$ cat src/pkg/usync_defines.svh
// Register offsets, bit positions and reset values of the synchronous serial block.
`ifndef USYNC_DEFINES_SVH
`define USYNC_DEFINES_SVH
`define USYNC_OFF_INT_CTRL   8'h00
`define USYNC_OFF_PFLAGS     8'h04
`define USYNC_OFF_PENABLES   8'h08
`define USYNC_OFF_PPRIO      8'h0c
`define USYNC_OFF_RX_STAT    8'h10
`define USYNC_OFF_TX_BUF     8'h14
`define USYNC_OFF_TX_STAT    8'h18
`define USYNC_OFF_BAUD       8'h1c
`define USYNC_OFF_RX_BUF     8'h20
`define USYNC_RST_ZERO       8'h00
`define USYNC_RST_PPRIO      8'hff
`define USYNC_B_PORT_EN      7
`define USYNC_B_RX_NINE_EN   6
`define USYNC_B_SINGLE_RX    5
`define USYNC_B_CONT_RX      4
`define USYNC_B_ADDR_DET     3
`define USYNC_B_FRAME_ERR    2
`define USYNC_B_OVR_ERR      1
`define USYNC_B_RX_NINTH     0
`define USYNC_B_CLK_SRC      7
`define USYNC_B_TX_NINE_EN   6
`define USYNC_B_TX_EN        5
`define USYNC_B_SYNC_SEL     4
`define USYNC_B_HI_SPEED     2
`define USYNC_B_SHIFT_EMPTY  1
`define USYNC_B_TX_NINTH     0
`define USYNC_B_RX_DONE      5
`define USYNC_B_TX_EMPTY     4
`define USYNC_B_GLOBAL_IE    7
`define USYNC_BITS_EIGHT     4'h8
`define USYNC_BITS_NINE      4'h9
`define USYNC_HSIZE_WORD     3'h2
`endif

$ cat src/pkg/usync_pkg.sv
// Types shared by the synchronous serial block.
package usync_pkg;
   typedef enum logic [1:0] {
      ST_IDLE = 2'b00,
      ST_TX   = 2'b01,
      ST_RX   = 2'b10
   } usync_state_t;

   typedef struct packed {
      logic ck_o;
      logic ck_oe;
      logic dt_o;
      logic dt_oe;
   } usync_pins_t;

   typedef struct packed {
      logic [7:0] addr;
      logic       write;
      logic       valid;
   } usync_aph_t;
endpackage

$ cat src/logic/usync_top.sv
// Synchronous half-duplex serial transceiver with an AHB-Lite register slave.
`timescale 1ns/10ps
`include "usync_defines.svh"

// How it works
// - Shift register reloads only when idle, straight from a full transmit buffer.
// - Buffer to shift register move takes one cycle; buffer then empty, flag sets.
// - Transmit empty flag ignores its enable, software cannot clear it.
// - After a buffer write the empty flag drops in the second cycle.
// - Shift empty bit is read-only, high while the shift register is empty.
// - Transmit interrupt request is gated by its enable bit.
// - With nine-bit transmit the ninth bit is shifted out after bit seven.
// - Master reception starts on single or continuous receive enable.
// - Received data is sampled on the falling shift clock edge.
// - Single receive takes exactly one word then stops.
// - Continuous receive runs until cleared or an overrun, and wins over single receive.
// - Nine-bit receive captures a ninth bit per word.
// - Complete word sets the receive flag; interrupt only when enabled.
// - Ninth bit and errors in status register, low byte in receive buffer.
// - Clearing continuous receive clears receive errors.
// - Clock source clear selects slave; the peer drives the clock pin.
// - Slave shifting continues in sleep since the peer clocks it.
// - During sleep a second buffered word waits, then moves and sets the flag.
// - Enabled transmit interrupt wakes the core; vectors with global enable.
// - Master mode drives the shift clock from the divisor.
// - Half duplex: transmit and receive exclude each other.
module usync_top (
   input  wire logic               clk,
   input  wire logic               rst,
   input  wire logic               hsel,
   input  wire logic [31:0]        haddr,
   input  wire logic [1:0]         htrans,
   input  wire logic               hwrite,
   input  wire logic [2:0]         hsize,
   input  wire logic [31:0]        hwdata,
   input  wire logic               hready,
   output logic      [31:0]        hrdata,
   output logic                    hreadyout,
   output logic                    hresp,
   input  wire logic               sleep_mode,
   input  wire logic               shift_clock_pin_i,
   input  wire logic               serial_data_pin_i,
   output usync_pkg::usync_pins_t  pins,
   output logic                    wake_req,
   output logic                    irq_req
);
   usync_pkg::usync_state_t state_q;
   usync_pkg::usync_aph_t   aph_q;
   logic       rd_wait_q;
   logic [31:0] hrdata_q;
   logic [31:0] rd_mux;
   logic [7:0] int_ctrl_q, penables_q, pprio_q, baud_q, tx_buf_q, rx_buf_q, baud_cnt_q;
   logic       port_en_q, rx_nine_q, single_rx_q, cont_rx_q, addr_det_q, ovr_q, rx_ninth_q;
   logic       clk_src_q, tx_nine_q, tx_en_q, sync_sel_q, hi_speed_q, tx_ninth_q;
   logic       full_q, tx_buffer_empty_flag_q, rx_complete_flag_q, ck_q, wake_q, irq_q;
   logic       ck_s1_q, ck_s2_q, ck_s3_q, dt_s1_q, dt_s2_q;
   logic [8:0] tsr_q, rsr_q, rx_next;
   logic [3:0] bit_cnt_q;
   logic       take, wr_en, rd_rx_buf, running, tick, fall;
   logic       tx_ok, rx_en, tx_load, rx_done, overrun, wr_tx;

   // Address phase is taken only for whole-word transfers; others are ignored.
   assign take      = hsel & htrans[1] & hready & (hsize == `USYNC_HSIZE_WORD);
   assign wr_en     = aph_q.valid & aph_q.write;
   assign wr_tx     = wr_en & (aph_q.addr == `USYNC_OFF_TX_BUF);
   assign rd_rx_buf = rd_wait_q & (aph_q.addr == `USYNC_OFF_RX_BUF);
   assign hreadyout = ~rd_wait_q;
   assign hresp     = 1'b0;
   assign hrdata    = hrdata_q;

   // Reads take one wait state so that read data leaves a flip-flop.
   always_ff @(posedge clk or posedge rst) begin
      if (rst) begin
         aph_q     <= '0;
         rd_wait_q <= 1'b0;
         hrdata_q  <= 32'h00000000;
      end else begin
         if (hready) begin
            aph_q     <= '{addr: haddr[7:0], write: hwrite, valid: take};
            rd_wait_q <= take & ~hwrite;
         end else begin
            rd_wait_q <= 1'b0;
         end
         if (rd_wait_q) begin
            hrdata_q <= rd_mux;
         end
      end
   end

   // Register read decode; unmapped offsets read as zero.
   always_comb begin
      rd_mux = 32'h00000000;
      if (aph_q.addr == `USYNC_OFF_INT_CTRL) begin
         rd_mux[7:0] = int_ctrl_q;
      end else if (aph_q.addr == `USYNC_OFF_PFLAGS) begin
         rd_mux[`USYNC_B_RX_DONE]  = rx_complete_flag_q;
         rd_mux[`USYNC_B_TX_EMPTY] = tx_buffer_empty_flag_q;
      end else if (aph_q.addr == `USYNC_OFF_PENABLES) begin
         rd_mux[7:0] = penables_q;
      end else if (aph_q.addr == `USYNC_OFF_PPRIO) begin
         rd_mux[7:0] = pprio_q;
      end else if (aph_q.addr == `USYNC_OFF_RX_STAT) begin
         rd_mux[7:0] = {port_en_q, rx_nine_q, single_rx_q, cont_rx_q, addr_det_q,
                        1'b0, ovr_q, rx_ninth_q};
      end else if (aph_q.addr == `USYNC_OFF_TX_BUF) begin
         rd_mux[7:0] = tx_buf_q;
      end else if (aph_q.addr == `USYNC_OFF_TX_STAT) begin
         rd_mux[7:0] = {clk_src_q, tx_nine_q, tx_en_q, sync_sel_q, 1'b0, hi_speed_q,
                        state_q != usync_pkg::ST_TX, tx_ninth_q};
      end else if (aph_q.addr == `USYNC_OFF_BAUD) begin
         rd_mux[7:0] = baud_q;
      end else if (aph_q.addr == `USYNC_OFF_RX_BUF) begin
         rd_mux[7:0] = rx_buf_q;
      end
   end

   // Plain configuration registers; the flag register takes no software writes.
   always_ff @(posedge clk or posedge rst) begin
      if (rst) begin
         int_ctrl_q <= `USYNC_RST_ZERO;
         penables_q <= `USYNC_RST_ZERO;
         pprio_q    <= `USYNC_RST_PPRIO;
         baud_q     <= `USYNC_RST_ZERO;
         clk_src_q  <= 1'b0;
         tx_nine_q  <= 1'b0;
         tx_en_q    <= 1'b0;
         sync_sel_q <= 1'b0;
         hi_speed_q <= 1'b0;
         tx_ninth_q <= 1'b0;
         port_en_q  <= 1'b0;
         rx_nine_q  <= 1'b0;
         addr_det_q <= 1'b0;
      end else if (wr_en) begin
         if (aph_q.addr == `USYNC_OFF_INT_CTRL) begin
            int_ctrl_q <= hwdata[7:0];
         end else if (aph_q.addr == `USYNC_OFF_PENABLES) begin
            penables_q <= hwdata[7:0];
         end else if (aph_q.addr == `USYNC_OFF_PPRIO) begin
            pprio_q <= hwdata[7:0];
         end else if (aph_q.addr == `USYNC_OFF_BAUD) begin
            baud_q <= hwdata[7:0];
         end else if (aph_q.addr == `USYNC_OFF_TX_STAT) begin
            clk_src_q  <= hwdata[`USYNC_B_CLK_SRC];
            tx_nine_q  <= hwdata[`USYNC_B_TX_NINE_EN];
            tx_en_q    <= hwdata[`USYNC_B_TX_EN];
            sync_sel_q <= hwdata[`USYNC_B_SYNC_SEL];
            hi_speed_q <= hwdata[`USYNC_B_HI_SPEED];
            tx_ninth_q <= hwdata[`USYNC_B_TX_NINTH];
         end else if (aph_q.addr == `USYNC_OFF_RX_STAT) begin
            port_en_q  <= hwdata[`USYNC_B_PORT_EN];
            rx_nine_q  <= hwdata[`USYNC_B_RX_NINE_EN];
            addr_det_q <= hwdata[`USYNC_B_ADDR_DET];
         end
      end
   end

   // Receive enables; the hardware clear of single receive beats a same-cycle write.
   always_ff @(posedge clk or posedge rst) begin
      if (rst) begin
         single_rx_q <= 1'b0;
         cont_rx_q   <= 1'b0;
      end else begin
         if (wr_en && aph_q.addr == `USYNC_OFF_RX_STAT) begin
            single_rx_q <= hwdata[`USYNC_B_SINGLE_RX];
            cont_rx_q   <= hwdata[`USYNC_B_CONT_RX];
         end
         if (rx_done && !cont_rx_q) begin
            single_rx_q <= 1'b0;
         end
      end
   end

   // Pin inputs cross into clk through two flops; the third only feeds edge finding.
   always_ff @(posedge clk or posedge rst) begin
      if (rst) begin
         ck_s1_q <= 1'b0;
         ck_s2_q <= 1'b0;
         ck_s3_q <= 1'b0;
         dt_s1_q <= 1'b0;
         dt_s2_q <= 1'b0;
      end else begin
         ck_s1_q <= shift_clock_pin_i;
         ck_s2_q <= ck_s1_q;
         ck_s3_q <= ck_s2_q;
         dt_s1_q <= serial_data_pin_i;
         dt_s2_q <= dt_s1_q;
      end
   end

   // Mode qualifiers; overrun halts reception until software clears continuous receive.
   assign tx_ok   = port_en_q & sync_sel_q & tx_en_q;
   assign rx_en   = port_en_q & sync_sel_q & ~ovr_q &
                    (cont_rx_q | (single_rx_q & clk_src_q));
   assign tx_load = (state_q == usync_pkg::ST_IDLE) & full_q & tx_ok & ~rx_en;

   // Master clock halts in sleep; a slave follows the peer clock regardless.
   assign running = (state_q != usync_pkg::ST_IDLE) & clk_src_q & ~sleep_mode;
   assign tick    = running & (baud_cnt_q == 8'h00);
   assign fall    = clk_src_q ? (tick & ck_q) : (ck_s3_q & ~ck_s2_q);

   // Divisor gives a half period of divisor plus one cycles.
   always_ff @(posedge clk or posedge rst) begin
      if (rst) begin
         baud_cnt_q <= 8'h00;
         ck_q       <= 1'b0;
      end else begin
         if (!running || baud_cnt_q == 8'h00) begin
            baud_cnt_q <= baud_q;
         end else begin
            baud_cnt_q <= baud_cnt_q - 8'h01;
         end
         if (state_q == usync_pkg::ST_IDLE || !clk_src_q) begin
            ck_q <= 1'b0;
         end else if (tick) begin
            ck_q <= ~ck_q;
         end
      end
   end

   // Received bits enter at the top, so after the last one the word fills bits 8:0, or bits 8:1 in eight-bit mode.
   assign rx_next = {dt_s2_q, rsr_q[8:1]};
   assign rx_done = (state_q == usync_pkg::ST_RX) & rx_en & fall & (bit_cnt_q == 4'h1);
   assign overrun = rx_done & rx_complete_flag_q & ~rd_rx_buf;

   // Shift engine shared by transmit and receive, which never run together.
   always_ff @(posedge clk or posedge rst) begin
      if (rst) begin
         state_q   <= usync_pkg::ST_IDLE;
         tsr_q     <= 9'h000;
         rsr_q     <= 9'h000;
         bit_cnt_q <= 4'h0;
      end else begin
         case (state_q)
            usync_pkg::ST_IDLE: begin
               if (tx_load) begin
                  state_q   <= usync_pkg::ST_TX;
                  tsr_q     <= {tx_nine_q & tx_ninth_q, tx_buf_q};
                  bit_cnt_q <= tx_nine_q ? `USYNC_BITS_NINE : `USYNC_BITS_EIGHT;
               end else if (rx_en) begin
                  state_q   <= usync_pkg::ST_RX;
                  bit_cnt_q <= rx_nine_q ? `USYNC_BITS_NINE : `USYNC_BITS_EIGHT;
               end
            end
            usync_pkg::ST_TX: begin
               if (!tx_ok) begin
                  state_q <= usync_pkg::ST_IDLE;
               end else if (fall) begin
                  if (bit_cnt_q == 4'h1) begin
                     state_q <= usync_pkg::ST_IDLE;
                  end else begin
                     tsr_q     <= {1'b0, tsr_q[8:1]};
                     bit_cnt_q <= bit_cnt_q - 4'h1;
                  end
               end
            end
            usync_pkg::ST_RX: begin
               if (!rx_en) begin
                  state_q <= usync_pkg::ST_IDLE;
               end else if (fall) begin
                  rsr_q <= rx_next;
                  if (bit_cnt_q == 4'h1) begin
                     bit_cnt_q <= rx_nine_q ? `USYNC_BITS_NINE : `USYNC_BITS_EIGHT;
                     if (!cont_rx_q) begin
                        state_q <= usync_pkg::ST_IDLE;
                     end
                  end else begin
                     bit_cnt_q <= bit_cnt_q - 4'h1;
                  end
               end
            end
            default: begin
               state_q <= usync_pkg::ST_IDLE;
            end
         endcase
      end
   end

   // Transmit buffer; a write in the move cycle keeps the buffer full with new data.
   always_ff @(posedge clk or posedge rst) begin
      if (rst) begin
         tx_buf_q <= `USYNC_RST_ZERO;
         full_q   <= 1'b0;
         tx_buffer_empty_flag_q   <= 1'b0;
      end else begin
         if (wr_tx) begin
            tx_buf_q <= hwdata[7:0];
            full_q   <= 1'b1;
         end else if (tx_load) begin
            full_q <= 1'b0;
         end
         // One flop behind the buffer state, so a write shows in the second cycle.
         tx_buffer_empty_flag_q <= tx_en_q & ~full_q;
      end
   end

   // Receive result; an overrun keeps the unread word and raises the error.
   always_ff @(posedge clk or posedge rst) begin
      if (rst) begin
         rx_buf_q   <= `USYNC_RST_ZERO;
         rx_ninth_q <= 1'b0;
         rx_complete_flag_q     <= 1'b0;
         ovr_q      <= 1'b0;
      end else begin
         if (rx_done && !overrun) begin
            rx_buf_q   <= rx_nine_q ? rx_next[7:0] : rx_next[8:1];
            rx_ninth_q <= rx_nine_q & rx_next[8];
            rx_complete_flag_q     <= 1'b1;
         end else if (rd_rx_buf) begin
            rx_complete_flag_q <= 1'b0;
         end
         if (overrun) begin
            ovr_q <= 1'b1;
         end else if (!cont_rx_q) begin
            ovr_q <= 1'b0;
         end
      end
   end

   // Wake and vector requests; the core itself decides how to act on them.
   always_ff @(posedge clk or posedge rst) begin
      if (rst) begin
         wake_q <= 1'b0;
         irq_q  <= 1'b0;
      end else begin
         wake_q <= (tx_buffer_empty_flag_q & penables_q[`USYNC_B_TX_EMPTY]) |
                   (rx_complete_flag_q & penables_q[`USYNC_B_RX_DONE]);
         irq_q  <= ((tx_buffer_empty_flag_q & penables_q[`USYNC_B_TX_EMPTY]) |
                    (rx_complete_flag_q & penables_q[`USYNC_B_RX_DONE])) &
                   int_ctrl_q[`USYNC_B_GLOBAL_IE];
      end
   end

   // Pin drive; the clock is driven only by a master, data only while transmitting.
   assign wake_req    = wake_q;
   assign irq_req     = irq_q;
   assign pins.ck_o   = ck_q;
   assign pins.ck_oe  = port_en_q & sync_sel_q & clk_src_q;
   assign pins.dt_o   = tsr_q[0];
   assign pins.dt_oe  = port_en_q & sync_sel_q & (state_q == usync_pkg::ST_TX);

   // Checks on the transmit and receive paths.
   property p_tx_buffer_empty_flag_delay;
      @(posedge clk) disable iff (rst) wr_tx && tx_en_q |-> ##2 !tx_buffer_empty_flag_q;
   endproperty
   a_tx_buffer_empty_flag_delay: assert property (p_tx_buffer_empty_flag_delay) else $error("empty flag not low at +2");
   property p_move_one;
      @(posedge clk) disable iff (rst)
         tx_load && !wr_tx |=> !full_q && state_q == usync_pkg::ST_TX;
   endproperty
   a_move_one: assert property (p_move_one) else $error("buffer move not in one cycle");
   property p_load_idle;
      @(posedge clk) disable iff (rst) tx_load |-> state_q == usync_pkg::ST_IDLE && !rx_en;
   endproperty
   a_load_idle: assert property (p_load_idle) else $error("load while shifting");
   property p_tx_buffer_empty_flag_fall;
      @(posedge clk) disable iff (rst) $fell(tx_buffer_empty_flag_q) |-> $past(full_q) || !$past(tx_en_q);
   endproperty
   a_tx_buffer_empty_flag_fall: assert property (p_tx_buffer_empty_flag_fall) else $error("empty flag fell without data");
   property p_single;
      @(posedge clk) disable iff (rst)
         rx_done && !cont_rx_q |=> !single_rx_q && state_q == usync_pkg::ST_IDLE;
   endproperty
   a_single: assert property (p_single) else $error("single receive did not stop");
   property p_rx_edge;
      @(posedge clk) disable iff (rst) rx_done |-> fall;
   endproperty
   a_rx_edge: assert property (p_rx_edge) else $error("word ended off the falling edge");
   property p_rx_complete_flag;
      @(posedge clk) disable iff (rst) rx_done && !rx_complete_flag_q |=> rx_complete_flag_q && !ovr_q;
   endproperty
   a_rx_complete_flag: assert property (p_rx_complete_flag) else $error("receive flag not set");
   property p_ck_drive;
      @(posedge clk) disable iff (rst)
         clk_src_q && state_q != usync_pkg::ST_IDLE && $changed(ck_q) |-> $past(tick);
   endproperty
   a_ck_drive: assert property (p_ck_drive) else $error("clock drive wrong for mode");
   property p_wake;
      @(posedge clk) disable iff (rst)
         tx_buffer_empty_flag_q && penables_q[`USYNC_B_TX_EMPTY] |=> wake_q;
   endproperty
   a_wake: assert property (p_wake) else $error("no wake on transmit empty");
   property p_ovr_clear;
      @(posedge clk) disable iff (rst) ovr_q && !cont_rx_q && !overrun |=> !ovr_q;
   endproperty
   a_ovr_clear: assert property (p_ovr_clear) else $error("error not cleared");
   property p_c_tx;
      @(posedge clk) disable iff (rst) tx_load ##1 full_q;
   endproperty
   c_tx: cover property (p_c_tx);
   property p_c_cont;
      @(posedge clk) disable iff (rst) rx_done && cont_rx_q;
   endproperty
   c_cont: cover property (p_c_cont);
   property p_c_ovr;
      @(posedge clk) disable iff (rst) overrun;
   endproperty
   c_ovr: cover property (p_c_ovr);
endmodule

$ cat config.mk
export PLATFORM = sky130hd
export DESIGN_NAME = usync_top
export DESIGN_NICKNAME = d
export VERILOG_FILES = /design/src/pkg/usync_pkg.sv /design/src/logic/usync_top.sv
export VERILOG_INCLUDE_DIRS = /design/src /design/src/pkg
export SDC_FILE = /design/constraint.sdc
export NUM_CORES = 1
export LEC_CHECK = 0
export BUFFER_PORTS_ARGS = -buffer_cell sky130_fd_sc_hd__buf_2
export CORE_MARGIN = 5
export CORE_UTILIZATION = 50
export CTS_BUF_LIST = sky130_fd_sc_hd__clkbuf_8 sky130_fd_sc_hd__clkbuf_16
export DETAILED_ROUTE_END_ITERATION = 10
export GPL_TIMING_DRIVEN = 0
export PLACE_DENSITY_LB_ADDON = 0.12
export SLEW_MARGIN = 15
export SYNTH_ARGS = -nofsm -noshare
export SYNTH_HDL_FRONTEND = slang
export SYNTH_SLANG_ARGS = --single-unit
$ cat constraint.sdc
create_clock -name clk -period 3.76 [get_ports clk]
set_input_delay 0.376 -clock clk [delete_from_list [all_inputs] [get_ports clk]]
set_output_delay 0.376 -clock clk [all_outputs]
set_load 0.01 [all_outputs]
## Word-level counts from Yosys, hierarchy flattened

Cells that the tools add are included.

| operators by class | value |
|---|---|
| bitwise operators | 49 |
| add/subtract/negate cells | 2 |
| reductions and logical operators | 29 |
| equal/unequal tests | 26 |
| multiplexer cells | 51 |

Operators with widths:

| operator | count |
|---|---|
| 8-bit two-way mux | 10 |
| 4-bit two-way mux | 9 |
| 9-bit two-way mux | 4 |
| 1-bit bitwise AND | 33 |
| 8-bit by 5-bit equality test with 1-bit output, second input constant | 4 |
| 2-bit two-way mux | 11 |
| 9-bit case mux with 2 select lines | 1 |
| 8-bit by 4-bit equality test with 1-bit output, second input constant | 2 |
| 8-bit zero test | 2 |
| 3-bit inequality test, second input constant | 5 |
| 1-bit two-way mux | 14 |
| 1-bit NOT | 14 |
| 7-bit AND reduction | 2 |
| 2-bit inequality test, second input constant | 6 |
| 4-bit case mux with 3 select lines | 1 |
| 6-bit AND reduction | 2 |
| 2-bit nonzero test | 6 |
| 5-bit AND reduction | 2 |
| 8-bit by 3-bit equality test with 1-bit output, second input constant | 1 |
| 8-bit by 6-bit equality test with 1-bit output, second input constant | 1 |
| 8-bit by 1-bit subtractor with 8-bit output, second input constant | 1 |
| 2-bit case mux with 3 select lines | 1 |
| 3-bit AND reduction | 2 |
| 4-bit by 1-bit equality test with 1-bit output, second input constant | 1 |
| 14 further kinds | 22 |

| word-level totals | value |
|---|---|
| output and inout port bits | 40 |
| logic and storage cells | 197 |
| bits in registers | 123 |
| bits of input ports | 77 |

## Longest topological paths before layout

Gate-level depths: netlist of the first run.

| depth | value |
|---|---|
| word-level depth | 13 |
| mapped depth | 8 |
| mapped depth without buffers | 7 |

## Least setup slack after synthesis of the first run

No wires, ideal clock.

| path | value |
|---|---|
| kind | reg2reg |
| from | register state_q[0] |
| to | register bit_cnt_q[2] |
| stages on the path, launching flop included | 8 |
| data arrival time | 2.110 ns |
| setup time | 0.121 ns |
| slack | 1.529 ns |
| data required time | 3.639 ns |
| buffers on the path | 0 |
| period minus slack after synthesis | 2.231 ns |
| path through | dfrtp_1 -> inv_1 -> ha_1 -> and4bb_1 -> a31oi_4 -> o31a_1 -> or4_1 -> a22o_1 |

| between the ends | value |
|---|---|
| longest elaborated chain between the ends | 8 |
| elaborated cells on any way between the ends | 22 |
| classes of those cells | eq/ne (8); mux (3); bitwise (7); reduce/logical (4) |

RTL lines:

| element | RTL line | RTL |
|---|---|---|
| start: declaration | usync_top.sv:47 | `usync_pkg::usync_state_t state_q;` |
| start signal: assignment | usync_top.sv:228 | `state_q <= usync_pkg::ST_IDLE;` |
| start signal: assignment | usync_top.sv:236 | `state_q <= usync_pkg::ST_TX;` |
| start signal: assignment | usync_top.sv:240 | `state_q <= usync_pkg::ST_RX;` |
| 2-bit nonzero test | usync_top.sv:197 | `assign running = (state_q != usync_pkg::ST_IDLE) & clk_src_q & ~sleep_mode;` |
| 1-bit bitwise AND (2 in series) | usync_top.sv:197 |  |
| 1-bit bitwise AND | usync_top.sv:198 | `assign tick = running & (baud_cnt_q == 8'h00);` |
| 1-bit bitwise AND | usync_top.sv:199 | `assign fall = clk_src_q ? (tick & ck_q) : (ck_s3_q & ~ck_s2_q);` |
| 1-bit two-way mux | usync_top.sv:199 |  |
| 2-bit inequality test (no line) | n/a |  |
| 7-bit AND reduction (no line) | n/a |  |
| end signal: assignment | usync_top.sv:238 | `` bit_cnt_q <= tx_nine_q ? `USYNC_BITS_NINE : `USYNC_BITS_EIGHT; `` |
| end signal: assignment | usync_top.sv:241 | `` bit_cnt_q <= rx_nine_q ? `USYNC_BITS_NINE : `USYNC_BITS_EIGHT; `` |
| end signal: assignment | usync_top.sv:252 | `bit_cnt_q <= bit_cnt_q - 4'h1;` |
| end: declaration | usync_top.sv:58 | `logic [3:0] bit_cnt_q;` |

Several ways; a longest one is shown, not always the timed one.
A chain may end at the register's enable or synchronous reset.

==> reports/summary.txt, run 1 <==
Status = finished clean
Starting Density = 51.1%
Slew HR = 42.6%
R2R setup slack = 1210 ps
Max Cap Viol = 0
Wire per inst = 18.7 um
Final wirelength = 14,800 um
Diode count = 0
Pre-CTS setup slack = 1250 ps
Fin Setup TNS = 0 ps
Yosys cell types = 66
Critical Path End Type = output port
Post-CTS setup buffers = 0
Slew Limit Fails = 0
Placed cells = 763
Commonest non-fill, non-tap cells in the layout = 114 x dfrtp_1, 68 x mux2_2, 50 x buf_2
Area growth syn-to-layout = 18.5%
Most common cell after layout, fill and taps aside = dfrtp_1
Worst path cell trace = inv_1 -> ha_1 -> clkbuf_1 -> clkbuf_1 -> and3_1 -> buf_2
Crit path DAT = 2290 ps
CORE AREA = 12,100 sq um
DRC = 0
Clk pwr share = 46.7%
I/O pin cnt = 117
Worst-Skew Late Latency = 420 ps
CP Data Required Time = 3380 ps
Clock transition at path regs = 50 ps
Detailed placement HPWL = 10,700 um
Flop pwr share = 40.9%
Slew of the pin with the lowest slew margin = 856 ps
Initial antenna violation count = 0
Via/cell ratio = 5.55
Sw Ratio = 24.9%
Post-CTS sizing = 0
Predominant post-synthesis flop cell = dfrtp_1
Crit-path max FO = 10
Period minus WS final = 2670 ps
Reg2reg path depth = 7
Synth Register Bits = 122
DRT iter0 DRCs = 305
Mapped Area = 6170 sq um
CP max-delay cell = clkbuf_1
Final setup fails = 0
Pin count of the biggest net entering global routing = 63
Min-Delay Path Class = input port to async pin
Util after Layout = 60.6%
Final Wtd Congestion = 0.847
Highest clock rate = 0.375 GHz
Power Total = 3.53 mW
Crit share post-route = 70.9%
Die W = 121 um
Row count = 40
H-tree levels = 4
Nets = 699
Post-cts hold buffer count = 0
Fin. Hold Viols = 0
Power Internal = 2.65 mW
Terminus of the critical flop-to-flop path = rx_buf_q[0]
Global-route wire length before repair = 24,300 um
Hold slack = 31.1 ps
Total global-route track usage = 21.6%
Fin cells = 795
Post-DRT Antenna Nets = 0
Total iterations of the first detailed-routing run = 5
Max Root-Sink Buffers = 2
GRT overflow = 0
Die Y = 121 um
Max VDD drop = 0.275 mV
Async SR Flop Fraction = 100%
Design area = 7310 sq um
Clk root buf = clkbuf_16
Setup WS post-layout = 1090 ps
Max incr delay on CP = 490 ps
Worst Skew = 10.5 ps
Most used cell, CP = clkbuf_1
Mapped Cells = 528
Number of global-route vias before repair = 4,605
RSZ-0062 raised after global routing = false
Syn. warnings = 0
Post-synth EDFFs = 0
Power Density = 483 nW/um^2
Port Buffers = 42
Worst setup path startpoint = state_q[1]
TritonCTS buffer count = 17
Startpoint type of the worst setup path = register
Die Area = 14,700 sq um
Crit Path Class = register to output port
Sequential area share after synthesis = 49.7%
Comb power frac = 12.4%
Switching pwr = 0.879 mW
Syn Area/Cell = 11.7 sq um
DP Area = 6710 sq um
Clock Sinks = 122
Leakage = 3.42 nW
Critical R2R Launch = aph_q[4]
DR vias = 4,415
Critical Path End = pins[0]
Layout cells sized above 1 = 30.8%
CTS tree = yes
-- registers in the layout, indices dropped and copies added, names as in the netlist, 2 cells and up --
name / cells
int_ctrl_q: 8
hrdata: 8
baud_cnt_q: 8
bit_cnt_q: 4
penables_q: 8
rx_buf_q: 8
pprio_q: 8
rsr_q: 8
tx_buf_q: 8
state_q: 2
aph_q: 10
baud_q: 8
tsr_q: 9
-- layout make-up --
class	instances	area, sq um
Tap cell	168	210
Clock inverter	12	133
Timing Repair Buffer	43	238
Multi-Input combinational cell	366	2840
Inverter	14	57.6
Clock buffer	20	467
Sequential cell	122	3060
Buffer	50	303
Fill cell	1022	4750
-- critical path: cells and delay by family (launching register included) --
kind | cells | cell delay, ps
flip-flops | 1 | 410
buffers and inverters | 4 | 1080
adder cells (fa/ha/maj) | 1 | 140
AND/OR/NAND/NOR | 1 | 250
-- synth_stat cells (4+ instances only) --
library cell	count	area (sq um)
nor3b_1	4	30.0
nand2_1	25	93.8
dfstp_2	8	210
nand3_1	20	100
dfrtp_1	114	2850
inv_1	14	52.6
mux2i_1	19	190
buf_2	8	40.0
clkbuf_1	14	52.6
nor2b_1	4	25.0
a22o_1	4	35.0
buf_4	28	210
and3_1	9	56.3
nor2_1	25	93.8
a21oi_1	27	135
a21o_1	5	37.5
xnor2_1	4	35.0
mux2_2	68	766
nor3_1	7	35.0
o21ai_0	20	100
a221oi_1	4	35.0
ha_1	8	100
mux2_1	21	236
xor2_1	4	35.0
-- cell families (layout without fill, tap and decap cells) --
kind of cell / count (synthesis) / after routing / synth area share [%]
XOR/XNOR: 8 / 8 / 1.14
multiplexers: 108 / 108 / 19.3
buffers and inverters: 64 / 139 / 5.76
AO/OA/AOI/OAI: 94 / 94 / 10.6
flip-flops: 122 / 122 / 49.7
AND/OR/NAND/NOR: 123 / 123 / 11.8
other: 1 / 25 / 0.0608
adder cells (fa/ha/maj): 8 / 8 / 1.62
-- worst min path at each step --
stage	from	endpoint	slack, ps	depth (start not counted)
2_1_floorplan	ck_s1_q	ck_s2_q	330	0
3_3_place_gp	dt_s1_q	dt_s2_q	340	0
3_5_place_dp	dt_s1_q	dt_s2_q	340	0
4_1_cts	rst	wake_req	50	2
5_1_grt	serial_data_pin_i	dt_s1_q	50	1
6_report	rst	irq_req	30	2
-- per-layer routing --
layer / GRT usage, % / wire length [um]
met3: 5.45 / 833
met5: 0 / 0
met4: 6.52 / 202
met1: 28.7 / 6520
met2: 35.0 / 7290
-- power groups by stage --
stage / Combinational, mW / Sequential (mW) / Clock (mW)
2_1_floorplan: 0.323 / 1.45 / 0
3_3_place_gp: 0.419 / 1.46 / 0
3_5_place_dp: 0.436 / 1.46 / 0
4_1_cts: 0.440 / 1.44 / 1.67
6_report: 0.438 / 1.44 / 1.65
5_1_grt: 0.494 / 1.45 / 1.74
No activity file was read; power rests on OpenSTA's default activity.
==> run 2: changes to the inputs <==
--- a/config.mk
+++ b/config.mk
@@ -8,7 +8,7 @@
 export LEC_CHECK = 0
 export BUFFER_PORTS_ARGS = -buffer_cell sky130_fd_sc_hd__buf_2
 export CORE_MARGIN = 5
-export CORE_UTILIZATION = 50
+export CORE_UTILIZATION = 56
 export CTS_BUF_LIST = sky130_fd_sc_hd__clkbuf_8 sky130_fd_sc_hd__clkbuf_16
 export DETAILED_ROUTE_END_ITERATION = 10
 export GPL_TIMING_DRIVEN = 0
==> constraint.sdc (replaced) <==
create_clock -name clk -period 2.5 [get_ports clk]
set_input_delay 0.25 -clock clk [delete_from_list [all_inputs] [get_ports clk]]
set_output_delay 0.25 -clock clk [all_outputs]
set_load 0.01 [all_outputs]
==> reports/summary.txt, run 2 (same netlist as run 1, synthesis figures left out) <==
TritonCTS buffer count = 17 (unchanged)
Starting Density = 57.1% (was 51.1%)
Fin cells = 788 (was 795)
GRT overflow = 0 (unchanged)
Pin count of the biggest net entering global routing = 36 (was 63)
Commonest non-fill, non-tap cells in the layout = 114 x dfrtp_1, 68 x mux2_2, 48 x buf_2 (was 114 x dfrtp_1, 68 x mux2_2, 50 x buf_2)
Worst Skew = 6.71 ps (was 10.5 ps)
Via/cell ratio = 5.75 (was 5.55)
CP Data Required Time = 2910 ps (was 3380 ps)
Biggest register = aph_q (unchanged)
DR vias = 4,529 (was 4,415)
Wire per inst = 18.4 um (was 18.7 um)
Worst setup path startpoint = aph_q[8] (was state_q[1])
Highest clock rate = 0.408 GHz
Diode count = 0 (unchanged)
Clk root buf = clkbuf_8 (was clkbuf_16)
Crit share post-route = 97.9%
Post-DRT Antenna Nets = 0 (unchanged)
Hold path depth = 2
Row count = 38 (was 40)
Critical Path End Type = register (was output port)
I/O pin cnt = 117 (unchanged)
Crit-path max FO = 10 (unchanged)
Fin Setup TNS = 0 ps (unchanged)
Area growth syn-to-layout = 21.9% (was 18.5%)
Placed cells = 737 (was 763)
Detailed placement HPWL = 10,500 um (was 10,700 um)
Reg2reg path depth = 5 (was 7)
Flop pwr share = 41.2% (was 40.9%)
Status = finished clean (unchanged)
Die Y = 115 um (was 121 um)
Initial antenna violation count = 0 (unchanged)
Final setup fails = 0 (unchanged)
Nets = 721 (was 699)
Comb power frac = 12.9% (was 12.4%)
Critical R2R Launch = aph_q[8] (was aph_q[4])
Layout cells sized above 1 = 32.4% (was 30.8%)
Total iterations of the first detailed-routing run = 5 (unchanged)
Hold path startpoint = hwdata[1]
Final wirelength = 14,500 um (was 14,800 um)
DRC = 0 (unchanged)
Slew Limit Fails = 0 (unchanged)
Min-Delay Path Class = input port to register (was input port to async pin)
Clock Sinks = 122 (unchanged)
Final Wtd Congestion = 0.856 (was 0.847)
DRT iter0 DRCs = 327 (was 305)
Worst-Skew Late Latency = 530 ps (was 420 ps)
H-tree levels = 4 (unchanged)
Terminus of the critical flop-to-flop path = baud_q[1] (was rx_buf_q[0])
Leakage = 3.53 nW (was 3.42 nW)
Slew of the pin with the lowest slew margin = 783 ps (was 856 ps)
R2R setup slack = 50 ps (was 1210 ps)
Fillcell total = 805 (was 1,022)
Top Registers = aph_q (10), tsr_q (9) (unchanged)
CORE AREA = 10,800 sq um (was 12,100 sq um)
Max Root-Sink Buffers = 2 (unchanged)
Slew HR = 47.5% (was 42.6%)
Global-route wire length before repair = 24,100 um (was 24,300 um)
Most common cell after layout, fill and taps aside = dfrtp_1 (unchanged)
Port Buffers = 42 (unchanged)
Switching pwr = 1.30 mW (was 0.879 mW)
Period minus WS final = 2450 ps
Max VDD drop = 0.553 mV (was 0.275 mV)
Max reg flops = 10 (unchanged)
Total global-route track usage = 23.7% (was 21.6%)
Sw Ratio = 24.7% (was 24.9%)
Die Area = 13,200 sq um (was 14,700 sq um)
Max Cap Viol = 0 (unchanged)
Number of global-route vias before repair = 4,687 (was 4,605)
Clock transition at path regs = 60 ps (was 50 ps)
Critical Path End = baud_q[1] (was pins[0])
CTS tree = yes (unchanged)
Clk pwr share = 45.9% (was 46.7%)
Die W = 115 um (was 121 um)
Crit Path Class = register to register (was register to output port)
Power Internal = 3.98 mW (was 2.65 mW)
Crit path DAT = 2860 ps (was 2290 ps)
Startpoint type of the worst setup path = register (unchanged)
Power Density = 703 nW/um^2 (was 483 nW/um^2)
Fin. Hold Viols = 0 (unchanged)
## run 2: changes by cell type in the layout (fill, tap and decap cells not counted), moves of 2 or more
cell           change
buf_4              +8
buf_2              -2
clkbuf_4           +2
clkbuf_1           -3
inv_1              -3
clkbuf_8           +5
buf_12             +3
dlygate4sd3_1     +14
## run 2: timing repair
item	4_1_cts	5_1_grt
endpoints found under the hold margin	29	0
pin swaps	1	4
buffers inserted	3	5
hold buffers	14	0
setup endpoints to repair	2	50
gates resized for setup	1	6
## run 2: layer usage
layer  share of wire [%]  wire [um]  global-route usage (%)
met5                   0          0                       0
met1                  42       6030                    30.1
met2                  49       7080                    38.4
met3                 7.7       1110                    8.21
met4                 1.9        269                    7.75
## run 2: power by group through the flow
stage	Combinational, mW	Sequential, mW	Clock, mW
floorplan	0.486	2.18	0
global placement	0.627	2.19	0
detailed placement	0.661	2.20	0
CTS	0.686	2.17	2.46
global route	0.763	2.19	2.55
finish	0.684	2.17	2.42
## run 2: final cells by class
class,count,area (sq um),share of cell area [%]
Buffer,48,302,4.01
Clock buffer,24,510,6.79
Clock inverter,7,87.6,1.17
Inverter,14,56.3,0.749
Multi-Input combinational cell,366,2850,37.9
Sequential cell,122,3060,40.8
Tap cell,140,175,2.33
Timing Repair Buffer,67,470,6.26
## run 2: worst min path at each step
stage / endpoint / slack, ps
global placement: dt_s2_q / 340
floorplan: ck_s1_q / 280
CTS: penables_q[1] / 5
global route: penables_q[1] / 20
finish: penables_q[1] / 30
detailed placement: irq_req / 320
## run 2: critical path: stages, from the launching register on
cell	delay, ps
dfrtp_1	450
nor4b_1	410
buf_2	290
buf_2	270
nand4_1	460
mux2_2	450
## run 2: metrics by stage
stage                     hold WS (ps)  worst slack, ps  utilization (%)  power [mW]  area (sq um)
after floorplan                    281              269                -        2.67          6260
after global placement             336             4.51             61.6        2.82          6650
after detailed placement           316            -19.3             62.1        2.86          6710
after CTS                         4.59             39.2             69.2        5.31          7470
after global routing              16.6            -35.1             69.6        5.51          7510
final                             26.4             51.8             69.6        5.28          7510
==> run 3: changes to the inputs <==
--- a/config.mk
+++ b/config.mk
@@ -7,11 +7,11 @@
 export NUM_CORES = 1
 export LEC_CHECK = 0
 export BUFFER_PORTS_ARGS = -buffer_cell sky130_fd_sc_hd__buf_2
+export CORE_ASPECT_RATIO = 0.75
 export CORE_MARGIN = 5
 export CORE_UTILIZATION = 56
 export CTS_BUF_LIST = sky130_fd_sc_hd__clkbuf_8 sky130_fd_sc_hd__clkbuf_16
 export DETAILED_ROUTE_END_ITERATION = 10
-export GPL_TIMING_DRIVEN = 0
 export PLACE_DENSITY_LB_ADDON = 0.12
 export SLEW_MARGIN = 15
 export SYNTH_ARGS = -nofsm -noshare
==> constraint.sdc (replaced) <==
create_clock -name clk -period 2.5 [get_ports clk]
set_input_delay 0.375 -clock clk [delete_from_list [all_inputs] [get_ports clk]]
set_output_delay 0.375 -clock clk [all_outputs]
set_load 0.01 [all_outputs]
==> reports/summary.txt, run 3 (same netlist as run 1, synthesis figures left out) <==
Status = finished clean (unchanged)
Slew HR = 56.1% (was 47.5%)
Total global-route track usage = 22.4% (was 23.7%)
Period minus WS final = 2380 ps (was 2450 ps)
Clock transition at path regs = 60 ps (about the same)
Detailed placement HPWL = 9900 um (was 10,500 um)
H-tree levels = 4 (unchanged)
Hold path startpoint = shift_clock_pin_i (was hwdata[1])
Area growth syn-to-layout = 15.7% (was 21.9%)
Hold path depth = 1 (was 2)
Worst Skew = 7.37 ps (was 6.71 ps)
Die Area = 13,200 sq um (about the same)
Crit share post-route = 95.2% (was 97.9%)
Biggest register = aph_q (unchanged)
Most common cell after layout, fill and taps aside = dfrtp_1 (unchanged)
Switching pwr = 1.39 mW (was 1.30 mW)
Sw Ratio = 25.6% (was 24.7%)
Starting Density = 56.8% (was 57.1%)
Reg2reg path depth = 7 (was 5)
Leakage = 3.29 nW (was 3.53 nW)
Clock Sinks = 122 (unchanged)
Post-CTS sizing = 0 (was 1)
Design area = 7140 sq um (was 7510 sq um)
Number of global-route vias before repair = 4,388 (was 4,687)
Die Y = 101 um (was 115 um)
Die W = 131 um (was 115 um)
Terminus of the critical flop-to-flop path = bit_cnt_q[2] (was baud_q[1])
Global-route wire length before repair = 23,300 um (was 24,100 um)
Crit-path max FO = 5 (was 10)
DR vias = 4,329 (was 4,529)
Comb power frac = 11.9% (was 12.9%)
Max reg flops = 10 (unchanged)
Highest clock rate = 0.420 GHz (was 0.408 GHz)
Final setup fails = 0 (unchanged)
Post-CTS setup buffers = 0 (was 3)
Power Internal = 4.02 mW (was 3.98 mW)
Layout cells sized above 1 = 30.4% (was 32.4%)
Min-Delay Path Class = input port to register (unchanged)
I/O pin cnt = 117 (unchanged)
Final Wtd Congestion = 0.884 (was 0.856)
DP Area = 6510 sq um (was 6710 sq um)
RSZ-0062 raised after global routing = false
Top Registers = aph_q (10), tsr_q (9) (unchanged)
Critical Path End Type = register (unchanged)
Post-cts hold buffer count = 0 (was 14)
Flop pwr share = 40.2% (was 41.2%)
Via/cell ratio = 5.88 (was 5.75)
Register area = 3060 sq um (unchanged)
Wire per inst = 19.1 um (was 18.4 um)
Crit Path Class = register to register (unchanged)
Final wirelength = 14,100 um (was 14,500 um)
DRC = 0 (unchanged)
Clk root buf = clkbuf_16 (was clkbuf_8)
R2R setup slack = 120 ps (was 50 ps)
CTS tree = yes (unchanged)
Commonest non-fill, non-tap cells in the layout = 114 x dfrtp_1, 68 x mux2_2, 42 x buf_2 (was 114 x dfrtp_1, 68 x mux2_2, 48 x buf_2)
Total iterations of the first detailed-routing run = 5 (unchanged)
Fin Setup TNS = 0 ps (unchanged)
CORE AREA = 10,900 sq um (was 10,800 sq um)
Fillcell total = 836 (was 805)
Max Root-Sink Buffers = 2 (unchanged)
Row count = 33 (was 38)
Crit path DAT = 2680 ps (was 2860 ps)
Slew of the pin with the lowest slew margin = 659 ps (was 783 ps)
Worst Hold Path EP = ck_s1_q (was penables_q[1])
Power Density = 758 nW/um^2 (was 703 nW/um^2)
Slew Limit Fails = 0 (unchanged)
Post-DRT Antenna Nets = 0 (unchanged)
CP Data Required Time = 2800 ps (was 2910 ps)
Diode count = 0 (unchanged)
Startpoint type of the worst setup path = register (unchanged)
TritonCTS buffer count = 17 (unchanged)
DRT iter0 DRCs = 351 (was 327)
Worst-Skew Late Latency = 420 ps (was 530 ps)
Multi-input gate area = 2840 sq um (was 2850 sq um)
Max Cap Viol = 0 (unchanged)
Clk pwr share = 47.9% (was 45.9%)
Pin count of the biggest net entering global routing = 123 (was 36)
Max VDD drop = 0.471 mV (was 0.553 mV)
Critical R2R Launch = baud_cnt_q[0] (was aph_q[8])
Nets = 668 (was 721)
Initial antenna violation count = 0 (unchanged)
Fin. Hold Viols = 0 (unchanged)
Port Buffers = 42 (unchanged)
GRT overflow = 0 (unchanged)
run 3: changes by cell type in the layout (fill, tap and decap cells not counted), moves of 2 or more:
cell,change
clkbuf_8,-8
clkbuf_1,-11
clkbuf_4,-2
buf_4,-17
bufinv_16,+2
buf_2,-6
clkinvlp_4,+4
dlygate4sd3_1,-14
buf_12,-2
clkinv_4,+2
run 3: how the worst max path moves through the flow:
stage	to	startpoint
after floorplan	bit_cnt_q[2]	state_q[0]
after global placement	bit_cnt_q[2]	baud_cnt_q[0]
after detailed placement	bit_cnt_q[2]	state_q[0]
after CTS	bit_cnt_q[2]	baud_cnt_q[0]
after global routing	bit_cnt_q[2]	baud_cnt_q[0]
final	bit_cnt_q[2]	baud_cnt_q[0]
run 3: cell type report:
class	count	area share, %
flip-flops and latches	122	42.9
inverters	14	0.789
multi-input cells	366	39.8
repair buffers	62	5.22
clock inverters	15	2.81
clock buffers	17	5.96
well taps	140	2.45
run 3: metrics by stage:
stage	utilization, %	setup WS, ps	power (mW)	std cells	hold slack [ps]
after floorplan	-	269	2.67	552	331
after global placement	60.0	163	2.82	704	333
after global routing	65.7	5.72	5.62	736	53.5
after CTS	65.7	104	5.44	736	53.1
final	65.7	120	5.41	736	57.1
after detailed placement	60.0	128	2.85	704	342
run 3: power by group through the flow:
stage | sequential [mW] | clock, mW | combinational, mW
after CTS | 2.17 | 2.62 | 0.647
after global placement | 2.20 | 0 | 0.622
final | 2.17 | 2.59 | 0.643
after global routing | 2.19 | 2.71 | 0.719
after floorplan | 2.18 | 0 | 0.486
after detailed placement | 2.21 | 0 | 0.642
run 3: metal layers:
metal	GRT usage, %	vias to the layer above	share of wire [%]
met4	8.15	0	2.0
met1	30.8	2157	46
met5	0	-	0
li1	-	1987	-
met2	34.6	153	46
met3	6.04	32	6.5
run 3: worst max-delay path, stage by stage (launching register included):
cell and delay [ps]:
dfrtp_1 400, inv_1 90, ha_1 150, nor3b_2 320
a31oi_4 200, o31a_1 360, or4_1 500, a22o_1 250
